## src/hw/idq_pkg.sv

```systemverilog
package idq_pkg;
  // ****************************************
  // Address window
  // ****************************************
  localparam int unsigned IDQ_WINDOW_WORDS = 16;
  localparam logic [3:0] OFS_TIMER_COUNTER_ZERO = 4'h0;
  localparam logic [3:0] OFS_TIMER_COUNTER_ONE = 4'h1;
  localparam logic [3:0] OFS_TIMER_COUNTER_TWO = 4'h2;
  localparam logic [3:0] OFS_TIMER_CONTROL_WORD = 4'h3;
  localparam logic [3:0] OFS_ADC_LOW_DAC_FIRST_LOW = 4'h4;
  localparam logic [3:0] OFS_ADC_HIGH_DAC_FIRST_HIGH = 4'h5;
  localparam logic [3:0] OFS_DIN_LOW_DAC_SECOND_LOW = 4'h6;
  localparam logic [3:0] OFS_DIN_HIGH_DAC_SECOND_HIGH = 4'h7;
  localparam logic [3:0] OFS_CONVERSION_IRQ_ACK = 4'h8;
  localparam logic [3:0] OFS_INPUT_GAIN_SELECT = 4'h9;
  localparam logic [3:0] OFS_INPUT_CHANNEL_SELECT = 4'ha;
  localparam logic [3:0] OFS_ACQUISITION_MODE = 4'hb;
  localparam logic [3:0] OFS_CONVERSION_KICK = 4'hc;
  localparam logic [3:0] OFS_DIGITAL_OUT_LOW = 4'hd;
  localparam logic [3:0] OFS_DIGITAL_OUT_HIGH = 4'he;
  // ****************************************
  // Field layout and reset values
  // ****************************************
  localparam int unsigned ADC_NOT_READY_BIT = 4;
  localparam logic [7:0] RESERVED_READ = 8'h00;
  localparam logic [2:0] MODE_DISABLED = 3'h0;
  localparam logic [2:0] MODE_SOFT_POLL = 3'h1;
  localparam logic [2:0] MODE_PACER_DMA = 3'h2;
  localparam logic [2:0] MODE_PACER_IRQ = 3'h6;
  // ****************************************
  // Timing
  // ****************************************
  localparam int unsigned CLK_HZ = 40_000_000;
  localparam int unsigned REF_HZ = 2_000_000;
  localparam int unsigned REF_DIV = CLK_HZ / REF_HZ;
  localparam logic [4:0] REF_DIV_LAST = 5'(REF_DIV - 1);
  localparam int unsigned RESULT_FIFO_DEPTH = 8;
  localparam int unsigned ADC_BITS = 12;
endpackage : idq_pkg

```

## src/hw/idq_register_window.sv

```systemverilog
`timescale 1ns/1ps
// Overview of operation
// [RQ1] Decode sixteen bytes above switch-selected base
// [RQ2] Offsets 0-2 counters, 3 control write-only
// [RQ3] Offsets 4,5 read result and flag
// [RQ4] Not-ready flag clears when conversion completes
// [RQ5] Offsets 4,5 load first converter channel
// [RQ6] Offsets 6,7 load second converter channel
// [RQ7] Output latch updates on high-part write
// [RQ8] Host writes low byte before high byte
// [RQ9] Offsets 6,7 read sixteen digital inputs
// [RQ10] Interrupt mode sets done bit, raises request
// [RQ11] Write to offset 8 clears done bit
// [RQ12] Write-only offsets 9-14; reads 8-15 reserved
// [RQ13] Trigger source internal or external pin
// [RQ14] Counters one and two cascade as pacer
// [RQ15] User counter clock internal or external
// [RQ16] Write to offset 12 starts one conversion
// [RQ17] Offset 10 low nibble selects channel
// [RQ18] Mode bits select trigger and transfer
// [RQ19] Offsets 13,14 latch sixteen digital outputs
// [RQ20] Trigger sets not-ready until new sample; code leaves it clear while an unread result is held
// [RQ21] Reserved reads zero, reserved writes ignored
module idq_register_window
  import idq_pkg::*;
(
  // Clock and reset
  input wire logic clk,
  input wire logic rst,
  // Host I/O bus
  input wire logic [9:0] io_addr,
  input wire logic io_aen,
  input wire logic io_read_n,
  input wire logic io_write_n,
  input wire logic [7:0] io_data_in,
  output logic [7:0] io_data_out,
  output logic io_data_oe,
  // Board straps
  input wire logic [5:0] base_select,
  input wire logic trigger_source_jumper,
  input wire logic counter_clock_jumper,
  // Timer pins
  input wire logic external_counter_clock,
  output logic user_counter_out,
  // Converter interface
  input wire logic external_trigger_input,
  output logic adc_start,
  input wire logic adc_done,
  output logic adc_done_ready,
  input wire logic [11:0] adc_data,
  output logic [2:0] gain_code,
  output logic [3:0] channel_select_bits,
  // Analog outputs
  output logic [11:0] dac_first_value,
  output logic [11:0] dac_second_value,
  // Digital lines
  input wire logic [15:0] digital_in,
  output logic [15:0] digital_out,
  // Host service lines
  output logic conversion_irq,
  output logic dma_request
);
  // ****************************************
  // State
  // ****************************************
  typedef struct packed {
    logic prev_read_n;
    logic prev_write_n;
    logic [7:0] rd_data;
    logic [2:0][15:0] reload;
    logic [2:0][15:0] count;
    logic [2:0] wr_high;
    logic [2:0] rd_high;
    logic [2:0][7:0] rd_hold;
    logic [4:0] ref_div;
    logic ext_clk_prev;
    logic ext_trg_prev;
    logic user_out;
    logic [7:0] dac_first_low;
    logic [7:0] dac_second_low;
    logic [11:0] dac_first;
    logic [11:0] dac_second;
    logic [2:0] gain;
    logic [3:0] chan;
    logic [2:0] mode;
    logic [15:0] dout;
    logic [15:0] din;
    logic [11:0] result;
    logic not_ready;
    logic consumed;
    logic busy;
    logic done_flag;
    logic start;
  } idq_state_t;
  idq_state_t s;
  idq_state_t next_s;
  // ****************************************
  // Bus decode
  // ****************************************
  logic selected;
  logic [3:0] offset;
  logic rd_begin;
  logic wr_begin;
  logic [2:0] tick;
  logic [2:0] terminal;
  logic ref_tick;
  logic pacer_tick;
  logic soft_kick;
  logic ext_edge;
  logic trigger;
  logic sample_in;
  logic fifo_out_valid;
  logic fifo_pop;
  logic [11:0] fifo_out_data;
  logic [1:0] ti;

  assign selected = !io_aen && (io_addr[9:4] == base_select); // see [RQ1]
  assign offset = io_addr[3:0]; // see [RQ1]
  assign rd_begin = selected && !io_read_n && s.prev_read_n;
  assign wr_begin = selected && !io_write_n && s.prev_write_n;
  assign io_data_oe = selected && !io_read_n;
  assign io_data_out = s.rd_data;
  assign ref_tick = s.ref_div == REF_DIV_LAST;
  assign ext_edge = external_trigger_input && !s.ext_trg_prev;
  assign soft_kick = wr_begin && (offset == OFS_CONVERSION_KICK); // see [RQ16]
  assign pacer_tick = terminal[2]; // see [RQ14]
  assign sample_in = adc_done && s.busy;
  assign fifo_pop = fifo_out_valid && s.consumed;

  // ****************************************
  // Counter clocking
  // ****************************************
  always_comb
  begin
    tick = '0;
    tick[0] = counter_clock_jumper ? (external_counter_clock && !s.ext_clk_prev)
                                   : ref_tick; // see [RQ15]
    tick[1] = ref_tick;
    tick[2] = terminal[1]; // see [RQ14]
    for (int i = 0; i < 3; i++)
    begin
      terminal[i] = tick[i] && (s.count[i] == 16'h0001);
    end
  end

  // ****************************************
  // Trigger selection
  // ****************************************
  always_comb
  begin
    trigger = 1'b0;
    case (s.mode) // see [RQ18]
      MODE_SOFT_POLL:
        trigger = !trigger_source_jumper && soft_kick; // see [RQ13]
      MODE_PACER_DMA, MODE_PACER_IRQ:
        trigger = trigger_source_jumper ? ext_edge : pacer_tick; // see [RQ13]
      default:
        trigger = 1'b0;
    endcase
    if (s.busy || s.start)
    begin
      trigger = 1'b0;
    end
  end

  // ****************************************
  // Next state
  // ****************************************
  always_comb
  begin
    ti = 2'(offset);
    next_s = s;
    next_s.prev_read_n = io_read_n;
    next_s.prev_write_n = io_write_n;
    next_s.ext_clk_prev = external_counter_clock;
    next_s.ext_trg_prev = external_trigger_input;
    next_s.din = digital_in; // see [RQ9]
    next_s.ref_div = ref_tick ? 5'h00 : s.ref_div + 5'h01;
    next_s.start = trigger; // see [RQ16]
    // Timer counters count down and reload at terminal count
    for (int i = 0; i < 3; i++)
    begin
      if (tick[i])
      begin
        next_s.count[i] = terminal[i] ? s.reload[i] : s.count[i] - 16'h0001;
      end
    end
    if (terminal[0])
    begin
      next_s.user_out = !s.user_out;
    end
    // Host reads
    if (rd_begin)
    begin
      case (offset)
        OFS_TIMER_COUNTER_ZERO, OFS_TIMER_COUNTER_ONE, OFS_TIMER_COUNTER_TWO:
        begin
          // Low byte read freezes the high byte for the next read
          if (s.rd_high[ti])
          begin
            next_s.rd_data = s.rd_hold[ti];
          end
          else
          begin
            next_s.rd_data = s.count[ti][7:0]; // see [RQ2]
            next_s.rd_hold[ti] = s.count[ti][15:8];
          end
          next_s.rd_high[ti] = !s.rd_high[ti];
        end
        OFS_ADC_LOW_DAC_FIRST_LOW:
          next_s.rd_data = s.result[7:0]; // see [RQ3]
        OFS_ADC_HIGH_DAC_FIRST_HIGH:
        begin
          next_s.rd_data = {3'h0, s.not_ready, s.result[11:8]}; // see [RQ3]
          if (!s.not_ready)
          begin
            next_s.consumed = 1'b1;
            // Flag waits again only if another sample is on its way
            next_s.not_ready = s.busy || fifo_out_valid; // see [RQ20]
          end
        end
        OFS_DIN_LOW_DAC_SECOND_LOW:
          next_s.rd_data = s.din[7:0]; // see [RQ9]
        OFS_DIN_HIGH_DAC_SECOND_HIGH:
          next_s.rd_data = s.din[15:8]; // see [RQ9]
        default:
          next_s.rd_data = RESERVED_READ; // see [RQ12] see [RQ21]
      endcase
    end
    // Host writes
    if (wr_begin)
    begin
      case (offset)
        OFS_TIMER_COUNTER_ZERO, OFS_TIMER_COUNTER_ONE, OFS_TIMER_COUNTER_TWO:
        begin
          if (s.wr_high[ti])
          begin
            next_s.reload[ti][15:8] = io_data_in; // see [RQ2]
            next_s.count[ti] = {io_data_in, s.reload[ti][7:0]};
          end
          else
          begin
            next_s.reload[ti][7:0] = io_data_in; // see [RQ2]
          end
          next_s.wr_high[ti] = !s.wr_high[ti];
        end
        OFS_TIMER_CONTROL_WORD:
        begin
          // Control word restarts the byte sequence of the named counter
          if (io_data_in[7:6] != 2'h3)
          begin
            next_s.wr_high[io_data_in[7:6]] = 1'b0; // see [RQ2]
            next_s.rd_high[io_data_in[7:6]] = 1'b0;
          end
        end
        OFS_ADC_LOW_DAC_FIRST_LOW:
          next_s.dac_first_low = io_data_in; // see [RQ5]
        OFS_ADC_HIGH_DAC_FIRST_HIGH:
          next_s.dac_first = {io_data_in[3:0], s.dac_first_low}; // see [RQ5] see [RQ7] see [RQ8]
        OFS_DIN_LOW_DAC_SECOND_LOW:
          next_s.dac_second_low = io_data_in; // see [RQ6]
        OFS_DIN_HIGH_DAC_SECOND_HIGH:
          next_s.dac_second = {io_data_in[3:0], s.dac_second_low}; // see [RQ6] see [RQ7]
        OFS_INPUT_GAIN_SELECT:
          next_s.gain = io_data_in[2:0]; // see [RQ12]
        OFS_INPUT_CHANNEL_SELECT:
          next_s.chan = io_data_in[3:0]; // see [RQ17]
        OFS_ACQUISITION_MODE:
          next_s.mode = io_data_in[2:0]; // see [RQ18]
        OFS_DIGITAL_OUT_LOW:
          next_s.dout[7:0] = io_data_in; // see [RQ19]
        OFS_DIGITAL_OUT_HIGH:
          next_s.dout[15:8] = io_data_in; // see [RQ19]
        default:
          next_s.rd_data = s.rd_data; // see [RQ21]
      endcase
    end
    // Conversion-done status, set wins over clear
    if (wr_begin && (offset == OFS_CONVERSION_IRQ_ACK))
    begin
      next_s.done_flag = 1'b0; // see [RQ11]
    end
    if (sample_in && adc_done_ready)
    begin
      next_s.busy = 1'b0;
      if (s.mode == MODE_PACER_IRQ)
      begin
        next_s.done_flag = 1'b1; // see [RQ10]
      end
    end
    // Result register takes the oldest buffered sample
    if (fifo_pop)
    begin
      next_s.result = fifo_out_data;
      next_s.consumed = 1'b0;
      next_s.not_ready = 1'b0; // see [RQ4]
    end
    // A held unread sample stays ready while the next conversion runs
    if (trigger)
    begin
      next_s.busy = 1'b1;
      if (next_s.consumed)
      begin
        next_s.not_ready = 1'b1; // see [RQ20]
      end
    end
  end

  always_ff @(posedge clk)
  begin
    if (rst)
    begin
      s <= '0;
      s.prev_read_n <= 1'b1;
      s.prev_write_n <= 1'b1;
      s.consumed <= 1'b1;
    end
    else
    begin
      s <= next_s;
    end
  end

  // ****************************************
  // Result buffer
  // ****************************************
  idq_fifo #(
    .WIDTH(ADC_BITS),
    .DEPTH(RESULT_FIFO_DEPTH)
  ) u_result_fifo (
    .clk(clk),
    .rst(rst),
    .in_valid(sample_in),
    .in_ready(adc_done_ready),
    .in_data(adc_data),
    .out_valid(fifo_out_valid),
    .out_ready(s.consumed),
    .out_data(fifo_out_data)
  );

  // ****************************************
  // Outputs
  // ****************************************
  assign adc_start = s.start;
  assign gain_code = s.gain;
  assign channel_select_bits = s.chan; // see [RQ17]
  assign dac_first_value = s.dac_first;
  assign dac_second_value = s.dac_second;
  assign digital_out = s.dout;
  assign user_counter_out = s.user_out;
  assign conversion_irq = s.done_flag; // see [RQ10]
  assign dma_request = (s.mode == MODE_PACER_DMA) && !s.not_ready && !s.consumed;
endmodule : idq_register_window

```

## src/hw/idq_fifo.sv

```systemverilog
`timescale 1ns/1ps
module idq_fifo #(
  parameter int unsigned WIDTH = 12,
  parameter int unsigned DEPTH = 8
) (
  // Clock and reset
  input wire logic clk,
  input wire logic rst,
  // Fill side
  input wire logic in_valid,
  output logic in_ready,
  input wire logic [WIDTH-1:0] in_data,
  // Drain side
  output logic out_valid,
  input wire logic out_ready,
  output logic [WIDTH-1:0] out_data
);
  localparam int unsigned AW = $clog2(DEPTH);
  typedef struct packed {
    logic [DEPTH-1:0][WIDTH-1:0] mem;
    logic [AW-1:0] wp;
    logic [AW-1:0] rp;
    logic [AW:0] cnt;
  } idq_fifo_state_t;
  idq_fifo_state_t s;
  idq_fifo_state_t next_s;
  logic push;
  logic pop;
  assign in_ready = s.cnt != (AW+1)'(DEPTH);
  assign out_valid = s.cnt != '0;
  assign out_data = s.mem[s.rp];
  assign push = in_valid && in_ready;
  assign pop = out_valid && out_ready;
  always_comb
  begin
    next_s = s;
    if (push)
    begin
      next_s.mem[s.wp] = in_data;
      next_s.wp = (s.wp == AW'(DEPTH - 1)) ? '0 : s.wp + 1'b1;
    end
    if (pop)
    begin
      next_s.rp = (s.rp == AW'(DEPTH - 1)) ? '0 : s.rp + 1'b1;
    end
    next_s.cnt = s.cnt + (AW+1)'(push) - (AW+1)'(pop);
  end
  always_ff @(posedge clk)
  begin
    if (rst)
    begin
      s <= '0;
    end
    else
    begin
      s <= next_s;
    end
  end
endmodule : idq_fifo

```

## config.mk

```make
export PLATFORM = sky130hd
export DESIGN_NAME = idq_register_window
export DESIGN_NICKNAME = d
export VERILOG_FILES = /design/src/hw/idq_pkg.sv /design/src/hw/idq_register_window.sv /design/src/hw/idq_fifo.sv
export SDC_FILE = /design/constraint.sdc
export NUM_CORES = 1
export LEC_CHECK = 0
export BUFFER_PORTS_ARGS = -buffer_cell sky130_fd_sc_hd__buf_2
export CAP_MARGIN = 20
export CORE_MARGIN = 1
export CORE_UTILIZATION = 50
export CTS_CLUSTER_DIAMETER = 60
export DETAILED_ROUTE_END_ITERATION = 8
export PLACE_DENSITY = 0.77
export SETUP_SLACK_MARGIN = 0.05
export SLEW_MARGIN = 0
export SYNTH_ARGS = -nofsm -noshare
export SYNTH_HDL_FRONTEND = slang
export SYNTH_SLANG_ARGS = --single-unit
```

## constraint.sdc

```tcl
create_clock -name clk -period 3.3 [get_ports clk]
set_clock_uncertainty 0.2 [all_clocks]
set_input_delay 0.825 -clock clk [delete_from_list [all_inputs] [get_ports clk]]
set_output_delay 0.825 -clock clk [all_outputs]
set_load 0.005 [all_outputs]
```

## Yosys cells after proc, flatten, opt, wreduce, memory -nomap -nowiden

Cells that the tools add are included.

- Memories kept: 0
- Flip-flop bits (word level): 349
- Bits in writable memories: 0
- Latch bits: 0
- Bits of input ports: 62
- Output and inout port bits: 61
- Memory bits (read-only): 0
- Word-level logic and storage cells: 215

- Shift operators: 0
- Eq/ne operators: 28
- Div/mod/pow operators: 0
- Bitwise logic cells: 4
- Add/subtract/negate cells: 8
- Multipliers: 0
- Magnitude comparators: 7
- Mux-type cells: 69
- Reduce and logical (&&, ||, !) cells: 54

Operator list:

| kind | count |
|---|---|
| 48-bit bitwise mux | 3 |
| 16-bit 2-to-1 mux | 9 |
| 110-bit 2-to-1 mux | 1 |
| 96-bit bitwise mux | 1 |
| 16-bit demux with 2-bit select | 3 |
| 48-bit 2-to-1 mux | 2 |
| 96-bit 2-to-1 mux | 1 |
| 16-bit binary-select mux with 2-bit select | 2 |
| 8-bit 2-to-1 mux | 7 |
| 27-bit 2-to-1 mux | 2 |
| 16-bit by 1-bit == test with 1-bit output, second input constant | 3 |
| 16-bit by 1-bit subtractor with 16-bit output, second input constant | 3 |
| 8-bit one-hot mux with 5 select lines | 1 |
| 12-bit binary-select mux with 3-bit select | 1 |
| 12-bit demux with 3-bit select | 1 |
| 4-bit == test, second input constant | 7 |
| 24-bit bitwise mux | 1 |
| 12-bit 2-to-1 mux | 2 |
| 24-bit 2-to-1 mux | 1 |
| 1-bit logical AND | 21 |
| 2-bit AND reduction | 10 |
| 8-bit binary-select mux with 2-bit select | 1 |
| 8-bit demux with 2-bit select | 1 |
| 4-bit by 3-bit == test with 1-bit output, second input constant | 4 |
| 38 further kinds | 82 |

## Logic depth before layout (Yosys ltp)

- Depth after elaboration: 12
- Mapped depth: 14
- Depth with buffers taken out: 12

## Modules after synthesis

Synthesis repeated with hierarchy kept, for this count alone.

- Cell total of the unflattened synthesis: 1908
- Area total of the unflattened synthesis: 17066.4 um^2

By module, submodules not included:

| module | instances | area each (um^2) | cells an instance | seq. area each (um^2) |
|---|---|---|---|---|
| idq_register_window | 1 | 11926.4 | 1447 | 4864.7 |
| idq_fifo | 1 | 5139.9 | 461 | 2122.0 |

## Least setup slack after synthesis

OpenSTA, ideal clock, no wires.

- Kind: input to register
- Start point: in base_select[3]
- End point: reg s, in the netlist digital_out[0]
- Required time: 2.972 ns
- Data arrival time: 2.644 ns
- Setup time: 0.128 ns
- Buffers on the path: 2
- Cell stages on the path: 8
- Slack: 0.328 ns
- Cells stage by stage: xor2_1 -> a211o_4 -> or4_1 -> buf_4 -> or3_1 -> buf_6 -> mux2i_1 -> nor2_1

- Longest elaborated chain between the ends: 5

Ends and longest elaborated chain:

| element | line | RTL |
|---|---|---|
| start: declaration | idq_register_window.sv:39 | `input wire logic [5:0] base_select,` |
| 6-bit == test | idq_register_window.sv:117 | `assign selected = !io_aen && (io_addr[9:4] == base_select);` |
| 1-bit logical AND | idq_register_window.sv:117 |  |
| 1-bit logical AND (2 in a row) | idq_register_window.sv:120 | `assign wr_begin = selected && !io_write_n && s.prev_write_n;` |
| 2-bit AND reduction (no line) | -- |  |
| end signal: assignment | idq_register_window.sv:320 | `s <= next_s;` |
| end: declaration | idq_register_window.sv:95 | `idq_state_t s;` |

Every way passes these cells.
A chain may end at the register's enable or synchronous reset.

## Worst setup path in the final report

- Start point: in base_select[3]
- End point: out io_data_oe

- Longest elaborated chain between the ends: 3

Ends and longest elaborated chain:

| element | line | RTL |
|---|---|---|
| 6-bit == test | idq_register_window.sv:117 |  |
| 1-bit logical AND | idq_register_window.sv:117 |  |
| 1-bit logical AND | idq_register_window.sv:121 | `assign io_data_oe = selected && !io_read_n;` |
| end: declaration | idq_register_window.sv:37 | `output logic io_data_oe,` |

Every way passes these cells.

==> results.py <==
metrics = {
    "floorplan": {
        "die_w_um": 185,
        "rows": 66,
        "boundaryPins": 123,
        "fp.coreArea_sq_um": 32700,
        "die_h_um": 185,
        "start_util_pct": 51.2,
        "dieArea_sq_um": 34200,
    },
    "place": {
        "io_buffers": 122,
        "gp_congestion": 1.01,
        "hpwl_um": 32600,
        "placed_area_sq_um": 17600,
    },
    "min_path": {
        "hp-class": "reg2reg",
        "hp-start": "dac_first_value[9]",
    },
    "route": {
        "detail-route-antenna-nets": 0,
        "first_iter_violations": 1605,
        "vias": 14500,
        "drt-total-wl_um": 48000,
        "viasPerCell": 5.98,
        "post-route-drc-count": 0,
        "avgRoutedWirePerCell_um": 19.8,
        "drt_pass1_iterations": 5,
    },
    "timing": {
        "tightestPinTransition_ps": 950,
        "maxSlewViolCount": 0,
        "slew_headroom_pct": 36.6,
        "max_freq_mhz": 343,
        "fin_hold_ws_ps": 248,
        "setup_viol": 0,
        "hold_viol": 0,
        "tns_ps": 0,
        "period_share_pct": 88.4,
        "rsz0062_at_grt": "no",
        "fin_crit_ps": 2920,
    },
    "layout": {
        "n_fill_cell": 2892,
        "finish.utilization_pct": 57.9,
        "nets": 2031,
        "antennaDiodeCount": 0,
        "final_cell_area_sq_um": 18900,
        "final_layout_size_suffix_gt1_share_pct": 17.1,
        "area_growth_pct": 13.2,
    },
    "global_routing": {
        "grt_max_degree": 190,
        "grt_pass1_wl_um": 74600,
        "grt_usage_pct": 27.7,
        "grt_pass1_vias": 13700,
        "overflow": 0,
        "antenna_found_initial": 0,
    },
    "clock_network": {
        "ctsHoldBuffers": 0,
        "h-tree-depth": 2,
        "cts_sinks": 349,
        "cts_buffer_depth": 3,
        "cts_made_buffers": 40,
        "path_clk_slew_ps": 60,
        "cts_tree": "yes",
        "post_cts_buffers": 0,
        "cts_root_buf": "clkbuf_16",
        "post_cts_resized": 0,
        "worstSkewPairLatency_ps": 550,
    },
    "flow_run": {
        "maxCapViolCount": 0,
    },
    "worst_setup_path": {
        "worst-setup-path-type": "in2out",
        "crit_arrival_ps": 1890,
        "startpoint_type": "input port",
        "regToRegStartpoint": "s[102]",
        "crit_path_max_fanout": 5,
        "worstPathRequired_ps": 2270,
        "critPathLaunch": "base_select[3]",
        "endpoint_kind": "output port",
    },
    "synth": {
        "ys_warn_count": 0,
        "postSynthAreaPerCell_sq_um": 8.76,
        "syn_area_sq_um": 16700,
        "yosys_most_used_dff": "dfxtp_1",
        "synth_cells": 1912,
        "async_reset_ff_share_pct": 0,
        "synth_edf_count": 0,
        "synth_nets": 1992,
        "synth_cell_type_count": 73,
        "ys_seq_elements": 349,
        "synth_top_area_cell": "dfxtp_1",
        "synth_top_area_share_pct": 41.7,
        "ys_seq_area_share_pct": 41.7,
        "synth_area_leaders": "dfxtp_1 (42%), mux2i_1 (11%), nand2_1 (5.5%)",
    },
    "pwr": {
        "power_density_nw_per_um2": 547,
        "peakVddDrop_uv": 547,
        "p_leak_nw": 7.26,
    },
    "status": {
        "status": "finished clean",
    },
}
[cell type report]
cell class                      instances  area, sq um  share of cell area [%]
Multi-Input combinational cell       1330         8650                    45.7
Sequential cell                       349         6990                    36.9
Timing Repair Buffer                  204         1260                    6.66
Clock buffer                           55         1150                    6.06
Tap cell                              442          553                    2.92
Clock inverter                         18          248                    1.31
Inverter                               26         97.6                   0.515
[registers in the layout, summed over array words and instances, names as in the netlist]
name and flops:
dac_second_value 12, io_data_out 8, digital_out 16, dac_first_value 12
channel_select_bits 4, adc_start 1, u_result_fifo.s 106, s 185
gain_code 3, conversion_irq 1, user_counter_out 1
[cells by family (layout without fill, tap and decap cells)]
kind of cell | Yosys count | in the layout | synth area share [%]
simple gates | 713 | 713 | 20.3
compound gates | 361 | 361 | 13.4
flops | 349 | 349 | 41.7
buf+inv | 233 | 303 | 6.79
mux | 226 | 226 | 15.7
fa+ha+maj | 18 | 18 | 1.39
xor+xnor | 12 | 12 | 0.628
[path summary, 6_finish.rpt]
check,slack [ps],cells past startpoint,to
setup reg to reg,570,8,s[155]
setup / recovery,380,6,io_data_oe
hold reg to reg,250,2,dac_first_value[9]
hold / removal,250,2,dac_first_value[9]
[stage by stage]
stage | total power (W) | worst slack [ps] | cells
3_5_place_dp | 0.00581 | 31.3 | 2351
5_1_grt | 0.0107 | 262 | 2424
4_1_cts | 0.0104 | 367 | 2424
6_report | 0.0104 | 382 | 2424
3_3_place_gp | 0.00577 | 94.9 | 2351
2_1_floorplan | 0.00546 | 328 | 1912
[critical path: stages]
cell and delay (ps):
buf_2 100, xor2_1 170, a211o_4 270, buf_4 160, nor4_1 220, buf_2 160
[cells in the final DEF, fill, tap and decap left out, types with 6 or more instances in the layout]
master	count
a211o_1	9
a211oi_1	34
a21o_1	6
a21oi_1	157
a22oi_1	9
and3_1	8
buf_2	121
buf_4	80
clkbuf_1	6
clkbuf_16	40
clkbuf_8	9
clkinv_2	6
dfxtp_1	349
ha_1	17
inv_1	25
mux2_2	7
mux2i_1	190
mux4_2	29
nand2_1	246
nand2b_1	32
nand3_1	35
nand3b_1	22
nand4_1	10
nor2_1	214
nor2b_1	23
nor3_1	34
nor3_2	8
nor4_1	19
o211ai_1	9
o21ai_0	60
o22ai_1	7
o2bb2ai_1	9
o31ai_1	12
or3_1	14
or4_1	8
xnor2_1	10
[synth_stat cells, types with 10 or more instances]
master,number
buf_2,24
mux4_2,29
buf_1,12
nand2_1,246
nor2_1,214
clkbuf_1,111
nand2b_1,32
o31ai_1,12
nor4_1,20
or3_1,14
buf_4,58
nor3_1,36
dfxtp_1,349
a211oi_1,34
nand4_1,10
a21oi_1,157
nand3_1,35
nor2b_1,24
ha_1,17
inv_1,25
mux2i_1,190
o21ai_0,60
xnor2_1,10
nand3b_1,22
[layer usage]
metal  track usage (%)  share of wire [%]
met1              36.5                 42
met2              44.5                 46
met3              4.84                8.2
met4              12.3                4.1
met5                 0                  0
[power by group]
group	total (W)	internal [W]	switching (W)
clock	0.00463	0.00279	0.00185
combinational	0.00124	0.000516	0.000727
sequential	0.00449	0.00435	0.000141
total	0.0104	0.00765	0.00271
Note: power is estimated with default switching activity, not from simulation.
